==> src/hdl/bbfc_defs.svh <==
// offsets, field positions, command codes and timing counts of the flash host controller
// assumes a 100 MHz clock and the flash command set of a two-cycle boot-block part
`ifndef BBFC_DEFS_SVH
`define BBFC_DEFS_SVH
// ----------------------------------------
// software register offsets
// ----------------------------------------
`define BBFC_REG_CTRL 4'h0
`define BBFC_REG_ADDR 4'h4
`define BBFC_REG_DATA 4'h8
`define BBFC_REG_STAT 4'hC
// control register fields
`define BBFC_CTRL_OP_MSB 2
`define BBFC_CTRL_WORD 3
`define BBFC_CTRL_BOOT 4
`define BBFC_CTRL_HV 5
`define BBFC_CTRL_PD 6
// status register fields
`define BBFC_STAT_BUSY 8
`define BBFC_STAT_REFUSED 9
`define BBFC_STAT_TIMEOUT 10
`define BBFC_STAT_PATH_LSB 11
// ----------------------------------------
// flash command codes and device status bits
// ----------------------------------------
`define BBFC_CMD_ERASE_SETUP 8'h20
`define BBFC_CMD_ERASE_CONFIRM 8'hD0
`define BBFC_CMD_WRITE_SETUP 8'h40
`define BBFC_CMD_WRITE_SETUP_ALT 8'h10
`define BBFC_CMD_READ_ARRAY 8'hFF
`define BBFC_SR_READY 7
`define BBFC_SR_SUSPEND 6
`define BBFC_SR_ERASE_FAIL 5
`define BBFC_SR_PROG_FAIL 4
`define BBFC_SR_SUPPLY_FAULT 3
// boot block spans 16 KB, so its address bits start here
`define BBFC_BOOT_LSB 14
// ----------------------------------------
// timing
// ----------------------------------------
`define BBFC_CLK_NS 10
`define BBFC_ACCESS_NS 80
`define BBFC_STROBE_NS 50
`define BBFC_ACCESS_CYC ((`BBFC_ACCESS_NS + `BBFC_CLK_NS - 1) / `BBFC_CLK_NS)
`define BBFC_STROBE_CYC ((`BBFC_STROBE_NS + `BBFC_CLK_NS - 1) / `BBFC_CLK_NS)
`define BBFC_POLL_LIMIT 100000
`endif

==> src/hdl/bbfc_pkg.sv <==
// types shared by the flash host controller modules
// assumes nothing beyond a SystemVerilog compiler
package bbfc_pkg;
   typedef enum logic [2:0] {
      OP_NONE = 3'b000, OP_READ = 3'b001, OP_PROG = 3'b010,
      OP_ERASE = 3'b011, OP_IDENT = 3'b100, OP_RDARR = 3'b101
   } bbfc_op_e;
   typedef enum logic [2:0] {
      S_IDLE = 3'b000, S_FIRST = 3'b001, S_SECOND = 3'b010,
      S_POLL = 3'b011, S_FINISH = 3'b100, S_READ = 3'b101
   } bbfc_state_e;
   typedef enum logic [1:0] {
      P_ARRAY = 2'b00, P_STATUS = 2'b01, P_IDENT = 2'b10
   } bbfc_path_e;
   typedef enum logic [2:0] {
      Q_IDLE = 3'b000, Q_SETUP = 3'b001, Q_STROBE = 3'b010,
      Q_HOLD = 3'b011, Q_READ = 3'b100
   } bbfc_pin_e;
endpackage : bbfc_pkg

==> src/hdl/bbfc_cyc_if.sv <==
// one bus cycle request from the operation sequencer to the pin sequencer
// assumes both ends share clk_i
interface bbfc_cyc_if #(parameter int ADDR_W = 19, parameter int DATA_W = 16);
   logic req;
   logic wr;
   logic id;
   logic word;
   logic [ADDR_W-1:0] addr;
   logic [DATA_W-1:0] wdata;
   logic done;
   logic [DATA_W-1:0] rdata;
   modport ctl (output req, wr, id, word, addr, wdata, input done, rdata);
   modport seq (input req, wr, id, word, addr, wdata, output done, rdata);
endinterface : bbfc_cyc_if

==> src/hdl/bbfc_pin_seq.sv <==
// pin sequencer: turns one cycle request into chip select, strobe and data pin timing
// assumes pin inputs are synchronous to clk_i and the flash needs no clock
module bbfc_pin_seq
   import bbfc_pkg::*;
#(
   parameter int ADDR_W = 19,
   parameter int DATA_W = 16
) (
   input wire logic clk_i,
   input wire logic sys_rst_i,
   input wire logic ce_i,
   bbfc_cyc_if.seq cyc,
   output logic chip_select_n_o,
   output logic output_enable_n_o,
   output logic write_strobe_n_o,
   output logic id_hv_o,
   output logic [ADDR_W-1:0] flash_addr_o,
   output logic [DATA_W-1:0] dq_o,
   output logic dq_oe_o,
   input wire logic [DATA_W-1:0] dq_i
);
`include "bbfc_defs.svh"
   localparam logic [7:0] ACC_CYC = 8'(`BBFC_ACCESS_CYC);
   localparam logic [7:0] STB_CYC = 8'(`BBFC_STROBE_CYC);

   bbfc_pin_e q;
   logic [7:0] cnt;
   wire cnt_end = (cnt == 8'h00);

   // ----------------------------------------
   // cycle timing
   // ----------------------------------------
   // strobe rises one cycle before chip select so the flash latches on the strobe edge
   always_ff @(posedge clk_i) begin
      if (sys_rst_i) begin
         q <= Q_IDLE;
         cnt <= 8'h00;
         chip_select_n_o <= 1'b1;
         output_enable_n_o <= 1'b1;
         write_strobe_n_o <= 1'b1;
         id_hv_o <= 1'b0;
         flash_addr_o <= '0;
         dq_o <= '0;
         dq_oe_o <= 1'b0;
         cyc.done <= 1'b0;
         cyc.rdata <= '0;
      end else if (ce_i) begin
         cyc.done <= 1'b0;
         case (q)
            Q_IDLE: if (cyc.req) begin
               chip_select_n_o <= 1'b0;
               flash_addr_o <= cyc.addr;
               dq_o <= cyc.wdata;
               dq_oe_o <= cyc.wr;
               id_hv_o <= cyc.id & ~cyc.wr;
               q <= Q_SETUP;
            end
            Q_SETUP: begin
               if (cyc.wr) begin
                  write_strobe_n_o <= 1'b0;
                  cnt <= STB_CYC - 8'h01;
                  q <= Q_STROBE;
               end else begin
                  output_enable_n_o <= 1'b0;
                  cnt <= ACC_CYC - 8'h01;
                  q <= Q_READ;
               end
            end
            Q_STROBE: begin
               cnt <= cnt - 8'h01;
               if (cnt_end) begin
                  write_strobe_n_o <= 1'b1;
                  q <= Q_HOLD;
               end
            end
            Q_HOLD: begin
               chip_select_n_o <= 1'b1;
               dq_oe_o <= 1'b0;
               cyc.done <= 1'b1;
               q <= Q_IDLE;
            end
            Q_READ: begin
               cnt <= cnt - 8'h01;
               if (cnt_end) begin
                  cyc.rdata <= dq_i;
                  chip_select_n_o <= 1'b1;
                  output_enable_n_o <= 1'b1;
                  id_hv_o <= 1'b0;
                  cyc.done <= 1'b1;
                  q <= Q_IDLE;
               end
            end
            default: q <= Q_IDLE;
         endcase
      end
   end

   // ----------------------------------------
   // checks
   // ----------------------------------------
   a_strobe_rise_first: assert property (@(posedge clk_i) disable iff (sys_rst_i)
      $rose(write_strobe_n_o) |-> !chip_select_n_o ##1 chip_select_n_o)
      else $error("strobe did not rise before chip select");
   a_dq_drive_safe: assert property (@(posedge clk_i) disable iff (sys_rst_i)
      dq_oe_o |-> (output_enable_n_o && !chip_select_n_o))
      else $error("data driven while flash may drive");
   a_ident_addr_low: assert property (@(posedge clk_i) disable iff (sys_rst_i)
      id_hv_o |-> (flash_addr_o[ADDR_W-1:1] == '0 && !output_enable_n_o || q == Q_SETUP))
      else $error("id read with upper address bits set");
   a_byte_data_narrow: assert property (@(posedge clk_i) disable iff (sys_rst_i)
      (!write_strobe_n_o && !cyc.word) |-> dq_o[DATA_W-1:8] == '0)
      else $error("byte mode write drives upper lines");
endmodule : bbfc_pin_seq

==> src/hdl/bbfc_host.sv <==
// host controller for a two-cycle boot-block parallel flash
// assumes single 100 MHz clock, software on a plain strobe port, level shifters on the
// unlock, id and program supply selects outside this block
// Operation
// - erase is setup 20h then confirm D0h, nothing between them
// - program is setup 40h then the data write at the target address
// - after program or erase, host writes FFh before reading the array
// - id read with A9 at id voltage, all address bits low except bit 0
`include "bbfc_defs.svh"
module bbfc_host
   import bbfc_pkg::*;
#(
   parameter int ADDR_W = 19,
   parameter int DATA_W = 16,
   parameter bit TOP_BOOT = 1'b1,
   parameter int POLL_LIMIT = `BBFC_POLL_LIMIT
) (
   input wire logic clk_i,
   input wire logic sys_rst_i,
   input wire logic ce_i,
   input wire logic [3:0] addr_i,
   input wire logic [31:0] wdata_i,
   input wire logic wr_i,
   input wire logic rd_i,
   output logic [31:0] rdata_o,
   output logic chip_select_n_o,
   output logic output_enable_n_o,
   output logic write_strobe_n_o,
   output logic [ADDR_W-1:0] flash_addr_o,
   output logic [DATA_W-1:0] dq_o,
   output logic dq_oe_o,
   input wire logic [DATA_W-1:0] dq_i,
   output logic reset_powerdown_n_o,
   output logic unlock_hv_o,
   output logic boot_unlock_o,
   output logic id_hv_o,
   output logic program_supply_o,
   output logic width_select_n_o
);

   bbfc_cyc_if #(.ADDR_W(ADDR_W), .DATA_W(DATA_W)) cyc ();

   // ----------------------------------------
   // state
   // ----------------------------------------
   bbfc_state_e state;
   bbfc_state_e next_state;
   bbfc_op_e op;
   bbfc_path_e path;
   logic word_mode;
   logic powerdown;
   logic [ADDR_W-1:0] tgt_addr;
   logic [DATA_W-1:0] tgt_data;
   logic [DATA_W-1:0] read_data;
   logic [7:0] dev_status;
   logic refused;
   logic timeout;
   logic pend;
   logic req;
   logic dev_busy;
   logic [7:0] last_wdata;
   logic [31:0] poll_cnt;

   // ----------------------------------------
   // software decode
   // ----------------------------------------
   wire busy = (state != S_IDLE);
   wire ctrl_wr = wr_i && (addr_i == `BBFC_REG_CTRL) && !busy;
   wire addr_wr = wr_i && (addr_i == `BBFC_REG_ADDR) && !busy;
   wire data_wr = wr_i && (addr_i == `BBFC_REG_DATA) && !busy;
   wire [2:0] new_op = wdata_i[`BBFC_CTRL_OP_MSB:0];
   wire new_pd = wdata_i[`BBFC_CTRL_PD];
   wire new_unlock = wdata_i[`BBFC_CTRL_BOOT] | wdata_i[`BBFC_CTRL_HV];
   wire new_alter = (new_op == OP_PROG) || (new_op == OP_ERASE);
   // boot block at the top or bottom of the map
   wire boot_hit = TOP_BOOT ? (&tgt_addr[ADDR_W-1:`BBFC_BOOT_LSB])
                            : ~(|tgt_addr[ADDR_W-1:`BBFC_BOOT_LSB]);
   wire refuse = ctrl_wr && new_alter && ((boot_hit && !new_unlock) || new_pd);
   wire start = ctrl_wr && (new_op != OP_NONE) && !new_pd && !refuse;
   wire [31:0] ctrl_rd = {25'h0000000, powerdown, unlock_hv_o, boot_unlock_o, word_mode, op};
   wire [31:0] stat_rd = {19'h00000, path, timeout, refused, busy, dev_status};
   wire [31:0] rd_mux = (addr_i == `BBFC_REG_CTRL) ? ctrl_rd :
                        (addr_i == `BBFC_REG_ADDR) ? 32'(tgt_addr) :
                        (addr_i == `BBFC_REG_DATA) ? 32'(read_data) :
                        (addr_i == `BBFC_REG_STAT) ? stat_rd : 32'h00000000;

   // ----------------------------------------
   // cycle request selection
   // ----------------------------------------
   wire launch = busy && !pend;
   wire is_prog = (op == OP_PROG);
   wire ready = cyc.rdata[`BBFC_SR_READY];
   // at or past the limit: a poll read rarely ends on the exact limit cycle
   wire poll_to = (poll_cnt >= 32'(POLL_LIMIT - 1));
   wire poll_end = (state == S_POLL) && cyc.done && (ready || poll_to);
   // byte mode sends only the low byte, word mode the full word
   wire [DATA_W-1:0] prog_data = word_mode ? tgt_data : {{(DATA_W-8){1'b0}}, tgt_data[7:0]};
   wire [7:0] first_cmd = is_prog ? `BBFC_CMD_WRITE_SETUP : `BBFC_CMD_ERASE_SETUP;
   wire [7:0] cmd_byte = (state == S_FIRST) ? first_cmd :
                         (state == S_SECOND) ? `BBFC_CMD_ERASE_CONFIRM : `BBFC_CMD_READ_ARRAY;
   assign cyc.req = req;
   assign cyc.wr = (state == S_FIRST) || (state == S_SECOND) || (state == S_FINISH);
   assign cyc.id = (op == OP_IDENT);
   assign cyc.word = word_mode;
   assign cyc.addr = (op == OP_IDENT) ? {{(ADDR_W-1){1'b0}}, tgt_addr[0]} : tgt_addr;
   assign cyc.wdata = (state == S_SECOND && is_prog) ? prog_data
                                                      : {{(DATA_W-8){1'b0}}, cmd_byte};

   // ----------------------------------------
   // operation sequence
   // ----------------------------------------
   // each state but S_IDLE issues one bus cycle and moves on when the pin sequencer reports done; S_POLL repeats its read until ready or the limit
   always_comb begin
      next_state = state;
      case (state)
         S_IDLE: if (start) begin
            case (bbfc_op_e'(new_op))
               OP_READ, OP_IDENT: next_state = S_READ;
               OP_PROG, OP_ERASE: next_state = S_FIRST;
               OP_RDARR: next_state = S_FINISH;
               default: next_state = S_IDLE;
            endcase
         end
         S_FIRST: if (cyc.done) next_state = S_SECOND;
         S_SECOND: if (cyc.done) next_state = S_POLL;
         S_POLL: if (poll_end) next_state = S_FINISH;
         S_FINISH: if (cyc.done) next_state = S_IDLE;
         S_READ: if (cyc.done) next_state = S_IDLE;
         default: next_state = S_IDLE;
      endcase
   end

   // sequencer state and request handshake
   always_ff @(posedge clk_i) begin
      if (sys_rst_i) begin
         state <= S_IDLE;
         req <= 1'b0;
         pend <= 1'b0;
      end else if (ce_i) begin
         state <= next_state;
         req <= launch;
         pend <= launch | (pend & ~cyc.done);
      end
   end

   // software-owned settings; held constant for the whole operation
   always_ff @(posedge clk_i) begin
      if (sys_rst_i) begin
         op <= OP_NONE;
         word_mode <= 1'b0;
         powerdown <= 1'b0;
         boot_unlock_o <= 1'b0;
         unlock_hv_o <= 1'b0;
         tgt_addr <= '0;
         tgt_data <= '0;
      end else if (ce_i) begin
         if (ctrl_wr) begin
            op <= bbfc_op_e'(new_op);
            word_mode <= wdata_i[`BBFC_CTRL_WORD];
            powerdown <= new_pd;
            boot_unlock_o <= wdata_i[`BBFC_CTRL_BOOT];
            unlock_hv_o <= wdata_i[`BBFC_CTRL_HV];
         end
         if (addr_wr) tgt_addr <= wdata_i[ADDR_W-1:0];
         if (data_wr) tgt_data <= wdata_i[DATA_W-1:0];
      end
   end

   // device view: status copy, read path and error flags
   // a fresh start clears refused and timeout so each result stands alone
   always_ff @(posedge clk_i) begin
      if (sys_rst_i) begin
         path <= P_ARRAY;
         dev_status <= 8'h00;
         read_data <= '0;
         refused <= 1'b0;
         timeout <= 1'b0;
         dev_busy <= 1'b0;
      end else if (ce_i) begin
         if (ctrl_wr && new_pd) begin
            dev_status <= 8'h00;
            path <= P_ARRAY;
            dev_busy <= 1'b0;
         end
         if (ctrl_wr) refused <= refuse;
         if (start) timeout <= 1'b0;
         if (state == S_SECOND && cyc.done) path <= P_STATUS;
         if (state == S_FINISH && cyc.done) path <= P_ARRAY;
         if (state == S_POLL && cyc.done) begin
            dev_status <= cyc.rdata[7:0];
            dev_busy <= ~ready;
            timeout <= ~ready & poll_to;
         end
         if (state == S_READ && cyc.done) begin
            read_data <= (word_mode || op == OP_IDENT) ? cyc.rdata : {{(DATA_W-8){1'b0}}, cyc.rdata[7:0]};
         end
      end
   end

   // poll time limit and write history
   always_ff @(posedge clk_i) begin
      if (sys_rst_i) begin
         poll_cnt <= 32'h00000000;
         last_wdata <= 8'hFF;
      end else if (ce_i) begin
         poll_cnt <= (state == S_POLL) ? poll_cnt + 32'h00000001 : 32'h00000000;
         if (launch && cyc.wr) last_wdata <= cyc.wdata[7:0];
      end
   end

   // pin-level selects; supply stays up from setup through the engine's run
   always_ff @(posedge clk_i) begin
      if (sys_rst_i) begin
         program_supply_o <= 1'b0;
         reset_powerdown_n_o <= 1'b1;
         width_select_n_o <= 1'b1;
         rdata_o <= 32'h00000000;
      end else if (ce_i) begin
         program_supply_o <= (next_state == S_FIRST) || (next_state == S_SECOND) || (next_state == S_POLL);
         reset_powerdown_n_o <= ctrl_wr ? ~new_pd : reset_powerdown_n_o;
         width_select_n_o <= ctrl_wr ? ~wdata_i[`BBFC_CTRL_WORD] : width_select_n_o;
         rdata_o <= rd_i ? rd_mux : 32'h00000000;
      end
   end

   // ----------------------------------------
   // pin sequencer
   // ----------------------------------------
   bbfc_pin_seq #(.ADDR_W(ADDR_W), .DATA_W(DATA_W)) u_pins (
      .clk_i(clk_i),
      .sys_rst_i(sys_rst_i),
      .ce_i(ce_i),
      .cyc(cyc.seq),
      .chip_select_n_o(chip_select_n_o),
      .output_enable_n_o(output_enable_n_o),
      .write_strobe_n_o(write_strobe_n_o),
      .id_hv_o(id_hv_o),
      .flash_addr_o(flash_addr_o),
      .dq_o(dq_o),
      .dq_oe_o(dq_oe_o),
      .dq_i(dq_i)
   );

   // ----------------------------------------
   // checks
   // ----------------------------------------
   a_confirm_after_setup: assert property (@(posedge clk_i) disable iff (sys_rst_i)
      (launch && cyc.wr && state == S_SECOND && !is_prog) |-> last_wdata == `BBFC_CMD_ERASE_SETUP)
      else $error("erase confirm without setup just before");
   a_data_after_setup: assert property (@(posedge clk_i) disable iff (sys_rst_i)
      (launch && state == S_SECOND && is_prog) |-> last_wdata == `BBFC_CMD_WRITE_SETUP)
      else $error("program data without setup just before");
   a_array_restored: assert property (@(posedge clk_i) disable iff (sys_rst_i)
      $fell(program_supply_o) |-> ##[1:40] (!busy && last_wdata == `BBFC_CMD_READ_ARRAY))
      else $error("read array not issued after alter");
   a_boot_guarded: assert property (@(posedge clk_i) disable iff (sys_rst_i)
      (launch && state == S_SECOND && boot_hit) |-> (boot_unlock_o || unlock_hv_o))
      else $error("boot block altered while locked");
   a_supply_held: assert property (@(posedge clk_i) disable iff (sys_rst_i)
      (state == S_SECOND || state == S_POLL) |-> program_supply_o)
      else $error("program supply dropped during alter");
   a_cmd_low_lines: assert property (@(posedge clk_i) disable iff (sys_rst_i)
      (launch && cyc.wr && !(state == S_SECOND && is_prog)) |-> cyc.wdata[DATA_W-1:8] == '0)
      else $error("command on upper data lines");
   a_busy_no_write: assert property (@(posedge clk_i) disable iff (sys_rst_i)
      (dev_busy && launch) |-> !cyc.wr)
      else $error("write issued while device busy");
   a_pd_clears: assert property (@(posedge clk_i) disable iff (sys_rst_i)
      !reset_powerdown_n_o |-> (dev_status == 8'h00 && path == P_ARRAY && !busy))
      else $error("power-down left status or mode");
   a_status_after_alter: assert property (@(posedge clk_i) disable iff (sys_rst_i)
      (state == S_POLL) |-> path == P_STATUS)
      else $error("poll without status read path");
endmodule : bbfc_host

==> config.mk <==
export PLATFORM = sky130hd
export DESIGN_NAME = bbfc_host
export DESIGN_NICKNAME = d
export VERILOG_FILES = /design/src/hdl/bbfc_pkg.sv /design/src/hdl/bbfc_cyc_if.sv /design/src/hdl/bbfc_pin_seq.sv /design/src/hdl/bbfc_host.sv
export VERILOG_INCLUDE_DIRS = /design/src /design/src/hdl
export SDC_FILE = /design/constraint.sdc
export NUM_CORES = 1
export LEC_CHECK = 0
export BUFFER_PORTS_ARGS = -buffer_cell sky130_fd_sc_hd__buf_2
export CELL_PAD_IN_SITES_DETAIL_PLACEMENT = 1
export CELL_PAD_IN_SITES_GLOBAL_PLACEMENT = 1
export CORE_AREA = 2 2 143 145
export CTS_BUF_LIST = sky130_fd_sc_hd__clkbuf_4
export CTS_CLUSTER_DIAMETER = 100
export DETAILED_ROUTE_END_ITERATION = 6
export DIE_AREA = 0 0 145 147
export PLACE_DENSITY_LB_ADDON = 0.1
export SYNTH_ARGS = -nofsm -noshare
export SYNTH_HDL_FRONTEND = slang
export SYNTH_HIERARCHICAL = 1
export SYNTH_SLANG_ARGS = --single-unit
==> constraint.sdc <==
create_clock -name clk_i -period 2.2 [get_ports clk_i]
set_input_delay 0.33 -clock clk_i [delete_from_list [all_inputs] [get_ports clk_i]]
set_output_delay 0.33 -clock clk_i [all_outputs]
set_load 0.05 [all_outputs]
**Word level (Yosys, flattened, before mapping)**

Cells that the tools add are included.

- $add $sub $neg: 2
- $mul: 0
- Div/mod/pow operators: 0
- Order comparisons: 1
- Equality and inequality tests: 27
- Shifts and indexed selects: 0
- Multiplexer cells: 48
- Bitwise operators: 10
- Reduce and logical (&&, ||, !) cells: 69

Operator list:

| kind | count |
|---|---|
| $mux 19 | 4 |
| $mux 16 | 4 |
| $add 32x1->32 const B | 1 |
| $ge 32x17->1 const B | 1 |
| $mux 32 | 1 |
| $eq 3x2->1 const B | 9 |
| $mux 3 | 9 |
| $mux 8 | 3 |
| $logic_and 1x1->1 | 20 |
| $reduce_and 4->1 | 5 |
| $eq 3x3->1 const B | 6 |
| $pmux 8 s2 | 1 |
| $reduce_and 2->1 | 8 |
| $pmux 3 s5 | 1 |
| $reduce_bool 2->1 | 7 |
| $mux 13 | 1 |
| $eq 3x1->1 const B | 4 |
| $pmux 3 s4 | 1 |
| $reduce_bool 3->1 | 4 |
| $mux 1 | 10 |
| $pmux 1 s2 | 5 |
| $pmux 3 s3 | 1 |
| $reduce_and 3->1 | 3 |
| $eq 4x4->1 const B | 2 |
| 18 further kinds | 46 |

- Bits in registers: 210
- Latch bits: 0
- Bits in writable memories: 0
- Bits in read-only memories: 0
- Input bits: 57
- Output and inout port bits: 77
- Memories kept: 0

**Longest topological paths before layout**

Gate-level depths: netlist of run 1.

- Word-level depth: 12
- Mapped depth: 8
- Gate-level depth less buffers: 7

**By module**

Netlist of run 1, hierarchy kept.

By module, submodules not included:

| module | times used | cells an instance | area each (µm²) |
|---|---|---|---|
| bbfc_host | 1 | 749 | 5933.2 |
| bbfc_pin_seq | 1 | 312 | 2677.6 |

**Worst setup path before layout of run 1**

OpenSTA, ideal clock, no wires.

- Path type: input port to flip-flop
- Start: in addr_i[3]
- End: reg program_supply_o
- Data arrival time: 1.669 ns
- Required time: 2.121 ns
- Path slack: 0.452 ns
- Cell stages on the path: 7
- Cells stage by stage: buf_6 nor4_4 nand3_1 o311ai_1 o211ai_1 o311a_1 a211oi_2

- Cells in the longest elaborated chain, start to end: 12
- Elaborated cells on any way between the ends: 16
- Classes of those cells: eq/ne (3); mux (2); reduce/logical (11)

RTL lines:

| item | line | text |
|---|---|---|
| start, declared | bbfc_host.sv:21 | `input wire logic [3:0] addr_i,` |
| $logic_not 4->1 (no source line) (*) | -- |  |
| $logic_and 1x1->1 (*) (2 in series) | bbfc_host.sv:68 | `` wire ctrl_wr = wr_i && (addr_i == `BBFC_REG_CTRL) && !busy; `` |
| $logic_and 1x1->1 (2 in series) | bbfc_host.sv:78 | `wire refuse = ctrl_wr && new_alter && ((boot_hit && !new_unlock) \|\| new_pd);` |
| $logic_not 1->1 | bbfc_host.sv:79 | `wire start = ctrl_wr && (new_op != OP_NONE) && !new_pd && !refuse;` |
| $logic_and 1x1->1 (*) | bbfc_host.sv:79 |  |
| $mux 3 (*) | bbfc_host.sv:116 | `S_IDLE: if (start) begin` |
| $pmux 3 s5 (*) | bbfc_host.sv:115 | `case (state)` |
| $eq 3x1->1 or $eq 3x2->1 (tied branches) | bbfc_host.sv:219 | `program_supply_o <= (next_state == S_FIRST) \|\| (next_state == S_SECOND) \|\| (next_state == S_POLL);` |
| $logic_or 1x1->1 | bbfc_host.sv:219 |  |
| $logic_or 1x1->1 (*) | bbfc_host.sv:219 |  |
| end signal, assigned | bbfc_host.sv:219 |  |
| end, declared | bbfc_host.sv:37 | `output logic program_supply_o,` |

Mark *: on every way between the ends. The rest lies on a longest branch, timed or not.
A chain may end at the register's enable or synchronous reset.

**Worst setup path after layout of run 1**

- Start: reg poll_cnt[0]
- End: reg state[2]

- Cells in the longest elaborated chain, start to end: 5

RTL lines:

| item | line | text |
|---|---|---|
| start, declared | bbfc_host.sv:62 | `logic [31:0] poll_cnt;` |
| start signal, assigned | bbfc_host.sv:206 | `poll_cnt <= (state == S_POLL) ? poll_cnt + 32'h00000001 : 32'h00000000;` |
| $ge 32x17->1 | bbfc_host.sv:94 | `wire poll_to = (poll_cnt >= 32'(POLL_LIMIT - 1));` |
| $logic_or 1x1->1 | bbfc_host.sv:95 | `wire poll_end = (state == S_POLL) && cyc.done && (ready \|\| poll_to);` |
| $logic_and 1x1->1 | bbfc_host.sv:95 |  |
| $mux 3 | bbfc_host.sv:126 | `S_POLL: if (poll_end) next_state = S_FINISH;` |
| $pmux 3 s5 | bbfc_host.sv:115 |  |
| end signal, assigned | bbfc_host.sv:140 | `state <= next_state;` |
| end, declared | bbfc_host.sv:46 | `bbfc_state_e state;` |

Every way passes these cells.

==> metrics.csv, run 1 <==
stage,metric,value,unit
die,die extent in x,145,um
die,core area,0.0198,mm2
power,"Power, Total",6.10,mW
clocking,clock-pin slew on the worst setup and hold paths,160,ps
final_layout,fill count,2517,
hold_path,Hold Path Stages,3,
detailed_routing,number of detailed-route iterations in the first pass,5,
synthesis,Post-synth ARST share,0,
synthesis,Cell variety after synth,74,
synthesis,Post-Syn Instances,1061,
critical_path,Reg2Reg Depth,8,
grt,global router's overall resource usage,0.234,
job,Max Cap Viol,0,
critical_path,CP startpoint,poll_cnt[0],
power,Worst VDD drop,0.300,mV
die,IO Pins,134,
grt,first-pass GRT wire length,40.2,mm
detailed_routing,ANT nets after route,0,
critical_path,CP Max Fanout,4,
critical_path,CP Launch Type,flop,
detailed_routing,Vias/cell,5.26,
critical_path,CP endpoint kind,flop,
hold_path,HP Class,input pin to flop,
final_layout,share of cells above drive strength 1,0.171,
critical_path,worst r2r src,poll_cnt[0],
critical_path,Crit Path Class,flop to flop,
grt,initial antenna violation count,1,
timing,setup ws final,152,ps
final_layout,"commonest non-fill, non-tap cell in the layout",nand2_1,
synthesis,synthesized flop and latch total,196,
clocking,Longest Clk Path Bufs,2,
synthesis,"area leader, netlist",dfxtp_1,
critical_path,FF-to-FF setup slack,150,ps
clocking,clock net sink count,196,
clocking,Root Buffer,clkbuf_4,
timing,fin. max-slew vios,0,
final_layout,area grow syn2layout,17.7,%
outcome,outcome,finished clean,
critical_path,Critical Path RT,2730,ps
timing,final setup fails,0,
timing,min cycle time layout,2050,ps
clocking,CTS buffer count,17,
detailed_routing,detailed-route wire length,24.8,mm
die,die area,0.0213,mm2
synthesis,Post-synth top flop,dfxtp_1,
detailed_routing,wire per inst,16.8,um
clocking,Skew-Pair Late Insertion Delay,610,ps
synthesis,Synth top area share,0.456,
synthesis,top area cells in the synthesized netlist,"dfxtp_1 (46%), nand2_1 (9.7%), a21oi_1 (7.8%), nor2_1 (4.2%), mux2i_1 (2.3%)",
timing,Final Hold Viols,0,
timing,Clock Skew,27.6,ps
place,Final Wtd Congestion,0.792,
die,die height,147,um
timing,Hold WS,61.9,ps
die,Initial Util,0.434,
place,detailed placer's ending HPWL,17.6,mm
critical_path,CP arrival,2580,ps
grt,largest net degree at the start of global routing,54,
synthesis,YS warnings,6,
clocking,H-tree depth,4,
place,Buffers on Ports,107,
hold_path,hold_sp,wdata_i[2],
timing,Tcrit/Tclk final,0.931,
place,placed cells,1417,
timing,slew of the pin with the lowest slew margin,565,ps
detailed_routing,DRT iter0 DRCs,358,
grt,grt total ovfl,0,
power,PwrDens,602,mW/mm2
synthesis,"EDFF count, synth",0,
grt,vias in the first global route,7724,
final_layout,most frequent cells in the layout,"nand2_1 (222), dfxtp_1 (196), a21oi_1 (134), buf_2 (106), nor2_1 (97)",
timing,max frequency,488,MHz
detailed_routing,via count,7804,
detailed_routing,# DRC,0,
place,pre-CTS setup slack,169,ps
synthesis,synthesized cell area,0.00861,mm2
synthesis,sequential cell area fraction in the yosys report,0.456,
final_layout,Final nets,1258,
final_layout,Non-Filler Instances,1483,
timing,Slew headroom,0.623,
power,Lkg Pwr,3.87,nW
clocking,CTS tree,done,
die,row cnt,52,
synthesis,synthesized area per cell,8.12,um2
metrics by stage:
stage / cell area [um2] / utilization / TNS (ps)
after CTS: 10100 / 0.509 / 0
final: 10100 / 0.511 / 0
after floorplan: 8660 / - / 0
after global routing: 10100 / 0.511 / -2.43
after global placement: 9450 / 0.476 / 0
after detailed placement: 9450 / 0.476 / 0
cells in the mapped netlist, types with 8 or more instances:
cell / n
xor2_1: 20
clkbuf_1: 37
mux2i_1: 20
and2_1: 11
nor2_1: 97
nand4_1: 19
buf_4: 18
nor2b_1: 21
xnor2_1: 10
inv_1: 16
dfxtp_1: 196
buf_2: 9
nand2b_1: 14
or3_1: 9
o21ai_0: 33
a21oi_1: 134
nor3_1: 10
a22oi_1: 23
nand3_1: 24
o211ai_1: 8
nand2_1: 222
nor4_1: 8
worst paths after layout:
| kind | end |
|---|---|
| min reg2reg | u_pins/flash_addr_o[14] |
| max | state[2] |
| min | tgt_addr[2] |
| max reg2reg | state[2] |
layout make-up:
| type | instances | area [um2] | area share |
|---|---|---|---|
| timing repair buffer | 183 | 1230 | 0.121 |
| clock inverter | 15 | 194 | 0.0191 |
| clock buffer | 17 | 128 | 0.0126 |
| antenna | 1 | 2.50 | 0.000247 |
| multi-input combinational | 785 | 4260 | 0.420 |
| tap | 270 | 338 | 0.0333 |
| sequential | 196 | 3920 | 0.387 |
| inverter | 16 | 60.1 | 0.00593 |
per-layer routing:
metal | global-route usage | wire (um) | vias to the layer above
met5 | 0 | 0 | -
met4 | 0.0609 | 288 | 0
met3 | 0.0354 | 750 | 17
met2 | 0.408 | 12200 | 127
met1 | 0.303 | 11600 | 3785
li1 | - | - | 3875
cell families (layout without fill, tap and decap cells):
logic type,after synthesis,in the layout,synth area share
flops,196,196,0.456
mux,22,22,0.0259
fa+ha+maj,2,2,0.00291
xor+xnor,31,31,0.0324
other cells,1,14,0.000436
buf+inv,92,231,0.0584
simple gates,475,475,0.259
compound gates,242,242,0.165
worst max-delay path: stages (launching register included):
cell and delay [ps]:
dfxtp_1 420, ha_1 220, nand4_1 120, a211oi_1 370, buf_4 200, nor4_2 40
o31ai_1 350, mux2i_1 150, nor2_1 110
report_power, final:
part / internal (mW) / switching [mW] / leakage (nW)
combinational: 0.128 / 0.270 / 2.12
clock: 0.735 / 1.39 / 0.166
sequential: 3.57 / 0.0105 / 1.58
registers in the layout, summed over array words and instances, names as in the netlist, 8 cells and up:
signal / cells
rdata_o: 19
u_pins/cyc.rdata: 16
tgt_data: 16
dev_status: 8
u_pins/flash_addr_o: 19
u_pins/cnt: 8
read_data: 16
poll_cnt: 32
u_pins/dq_o: 16
tgt_addr: 19
what timing repair did:
item | 4_1_cts | 5_1_grt
gates resized for setup | 0 | 4
endpoints found under the setup margin | 0 | 9
setup buffers | 0 | 0
endpoints found under the hold margin | 48 | 0
hold buffers | 33 | 0
Note: power is estimated with default switching activity, not from simulation.
==> run 2: changes to the inputs <==
--- a/config.mk
+++ b/config.mk
@@ -9,11 +9,11 @@
 export BUFFER_PORTS_ARGS = -buffer_cell sky130_fd_sc_hd__buf_2
 export CELL_PAD_IN_SITES_DETAIL_PLACEMENT = 1
 export CELL_PAD_IN_SITES_GLOBAL_PLACEMENT = 1
-export CORE_AREA = 2 2 143 145
+export CORE_AREA = 2 2 136 172
 export CTS_BUF_LIST = sky130_fd_sc_hd__clkbuf_4
 export CTS_CLUSTER_DIAMETER = 100
 export DETAILED_ROUTE_END_ITERATION = 6
-export DIE_AREA = 0 0 145 147
+export DIE_AREA = 0 0 138 174
 export PLACE_DENSITY_LB_ADDON = 0.1
 export SYNTH_ARGS = -nofsm -noshare
 export SYNTH_HDL_FRONTEND = slang
==> constraint.sdc (replaced) <==
create_clock -name clk_i -period 1.8 [get_ports clk_i]
set_input_delay 0.27 -clock clk_i [delete_from_list [all_inputs] [get_ports clk_i]]
set_output_delay 0.27 -clock clk_i [all_outputs]
set_load 0.05 [all_outputs]
==> run 2 against run 1 <==
  * The flow now finishes with violations (setup timing)
  * Critical path type unchanged
  * Fmax is 11% higher
  * Critical path depth down 3
  * Total power is 14% higher
  * Global-route usage shrank 1.4 points
  * First-iteration DRC count increased by 4.2%
  * Hold slack better by 19 ps
  * Count of clock-buffer cells in the layout is 4 higher
  * Routed wire length rose by 6.5%
  * Final area up 6.5%
==> metrics.csv, run 2 (synthesis gave the netlist of run 1 again) <==
stage,metric,value,unit
outcome,outcome,"finished, violations left",
outcome,failing checks,setup timing,
final_layout,Reg area,0.00394,mm2
final_layout,Final Core Density,0.480,
critical_path,Crit path max-delay family,simple AND/OR/NAND/NOR gates,
detailed_routing,met2 WL,14.5,mm
timing,fin. max-slew vios,0,
place,Final Wtd Congestion,0.805,
detailed_routing,met1 wire length,10.8,mm
timing,slew of the pin with the lowest slew margin,504,ps
grt,grt total ovfl,0,
clocking,Skew-Pair Late Insertion Delay,600,ps
die,core area,0.0225,mm2
critical_path,Critical Path RT,2330,ps
grt,vias in the first global route,8275,
timing,final setup fails,5,
critical_path,CP Launch Type,flop,
timing,Hold WS,80.8,ps
final_layout,most frequent cells in the layout,"nand2_1 (221), dfxtp_1 (185), a21oi_1 (134), buf_2 (106), buf_4 (99)",
place,placed cells,1496,
critical_path,crit path max-delay cell type,dfxtp_2,
final_layout,Non-Filler Instances,1569,
critical_path,crit path cell chain,"nand4_1, nor4_4, nand4_1, or3_1, a21oi_1",
timing,Clock Skew,23.6,ps
place,detailed placer's ending HPWL,18.7,mm
power,PwrDens,644,mW/mm2
die,IO Pins,134,
die,row cnt,62,
timing,Slew headroom,0.664,
die,die area,0.0240,mm2
critical_path,Crit Path Class,flop to flop,
detailed_routing,Vias/cell,5.17,
clocking,CTS buffer count,17,
timing,RSZ-0062 raised after global routing,yes,
hold_path,HP Class,input pin to flop,
timing,setup ws final,-46.7,ps
job,Max Cap Viol,0,
die,die height,174,um
die,Initial Util,0.383,
clocking,clock net sink count,196,
final_layout,fill count,2782,
detailed_routing,detailed-route wire length,26.4,mm
grt,initial antenna violation count,1,
final_layout,Multi-input gate area,0.00439,mm2
critical_path,CP endpoint kind,flop,
final_layout,Top reg by flops,poll_cnt,
place,Post-DP Area,0.0100,mm2
timing,max frequency,542,MHz
timing,Tcrit/Tclk final,1.03,
final_layout,"commonest non-fill, non-tap cell in the layout",nand2_1,
die,die extent in x,138,um
grt,first-pass GRT wire length,42.7,mm
grt,global router's overall resource usage,0.219,
detailed_routing,Max Used Layer,met4,
clocking,Root Buffer,clkbuf_4,
clocking,H-tree depth,4,
detailed_routing,# DRC,0,
clocking,CTS tree,done,
detailed_routing,via count,8115,
timing,Final Hold Viols,0,
critical_path,CP Max Fanout,5,
detailed_routing,DRT iter0 DRCs,373,
timing,min cycle time layout,1850,ps
detailed_routing,wire per inst,16.9,um
critical_path,Critical Path Max Stage Delay,390,ps
power,Lkg Pwr,4.28,nW
place,Buffers on Ports,107,
detailed_routing,number of detailed-route iterations in the first pass,4,
clocking,clock-pin slew on the worst setup and hold paths,150,ps
final_layout,share of cells above drive strength 1,0.232,
final_layout,Final nets,1326,
final_layout,fin area,0.0108,mm2
grt,largest net degree at the start of global routing,85,
critical_path,Crit path buffers/inverters,0,
detailed_routing,ANT nets after route,0,
power,Worst VDD drop,0.451,mV
detailed_routing,met3 WL,703,um
timing,post-route setup TNS,-116,ps
critical_path,CP arrival,2370,ps
final_layout,area grow syn2layout,25.4,%
critical_path,most frequent CP cell,nand4_1,
clocking,Longest Clk Path Bufs,2,
final_layout,number of flip-flops in the largest register,32,
==> run 2: per-stage QoR <==
step                      setup slack, ps  power, mW
final                               -46.7       6.95
after global routing                 -163       7.25
after detailed placement             -256       4.92
after CTS                            -106       7.05
after global placement               -173       4.91
after floorplan                      80.4       4.75
==> run 2: repair_timing <==
item,CTS,global route
endpoints found under the setup margin,10,19
hold endpoints to repair,55,0
hold buffers,34,0
pin swaps,12,15
buffers inserted,4,5
gates resized for setup,12,28
==> run 2: metal layers <==
layer / GRT usage / vias to the layer above
li1: - / 4018
met1: 0.247 / 3966
met2: 0.421 / 103
met3: 0.0375 / 28
met4: 0.0621 / 0
met5: 0 / -
==> run 2: tightest hold or removal path, cell delays in order <==
cell	delay, ps
buf_2	150
nand2_1	80
xor2_1	60
nor2_1	90
==> run 2: layout make-up <==
| class | count | share of cell area |
|---|---|---|
| multi-input combinational | 785 | 0.406 |
| sequential | 196 | 0.365 |
| timing repair buffer | 251 | 0.169 |
| tap | 288 | 0.0334 |
| clock buffer | 21 | 0.0146 |
| clock inverter | 11 | 0.00591 |
| inverter | 16 | 0.00556 |
| antenna | 1 | 0.000232 |
==> run 2: power by group <==
| group | internal (mW) | leakage [nW] | total, mW | switching (mW) |
|---|---|---|---|---|
| clock network | 0.588 | 0.125 | 2.07 | 1.48 |
| registers | 4.36 | 1.58 | 4.37 | 0.0131 |
| logic | 0.186 | 2.57 | 0.513 | 0.328 |
==> run 2: final timing paths <==
path | to | slack, ps | cells past startpoint | start
setup reg to reg | poll_cnt[30] | -50 | 5 | poll_cnt[3]
hold / removal | poll_cnt[2] | 80 | 4 | ce_i
setup / recovery | poll_cnt[30] | -50 | 5 | poll_cnt[3]
hold reg to reg | tgt_data[14] | 460 | 2 | tgt_data[14]
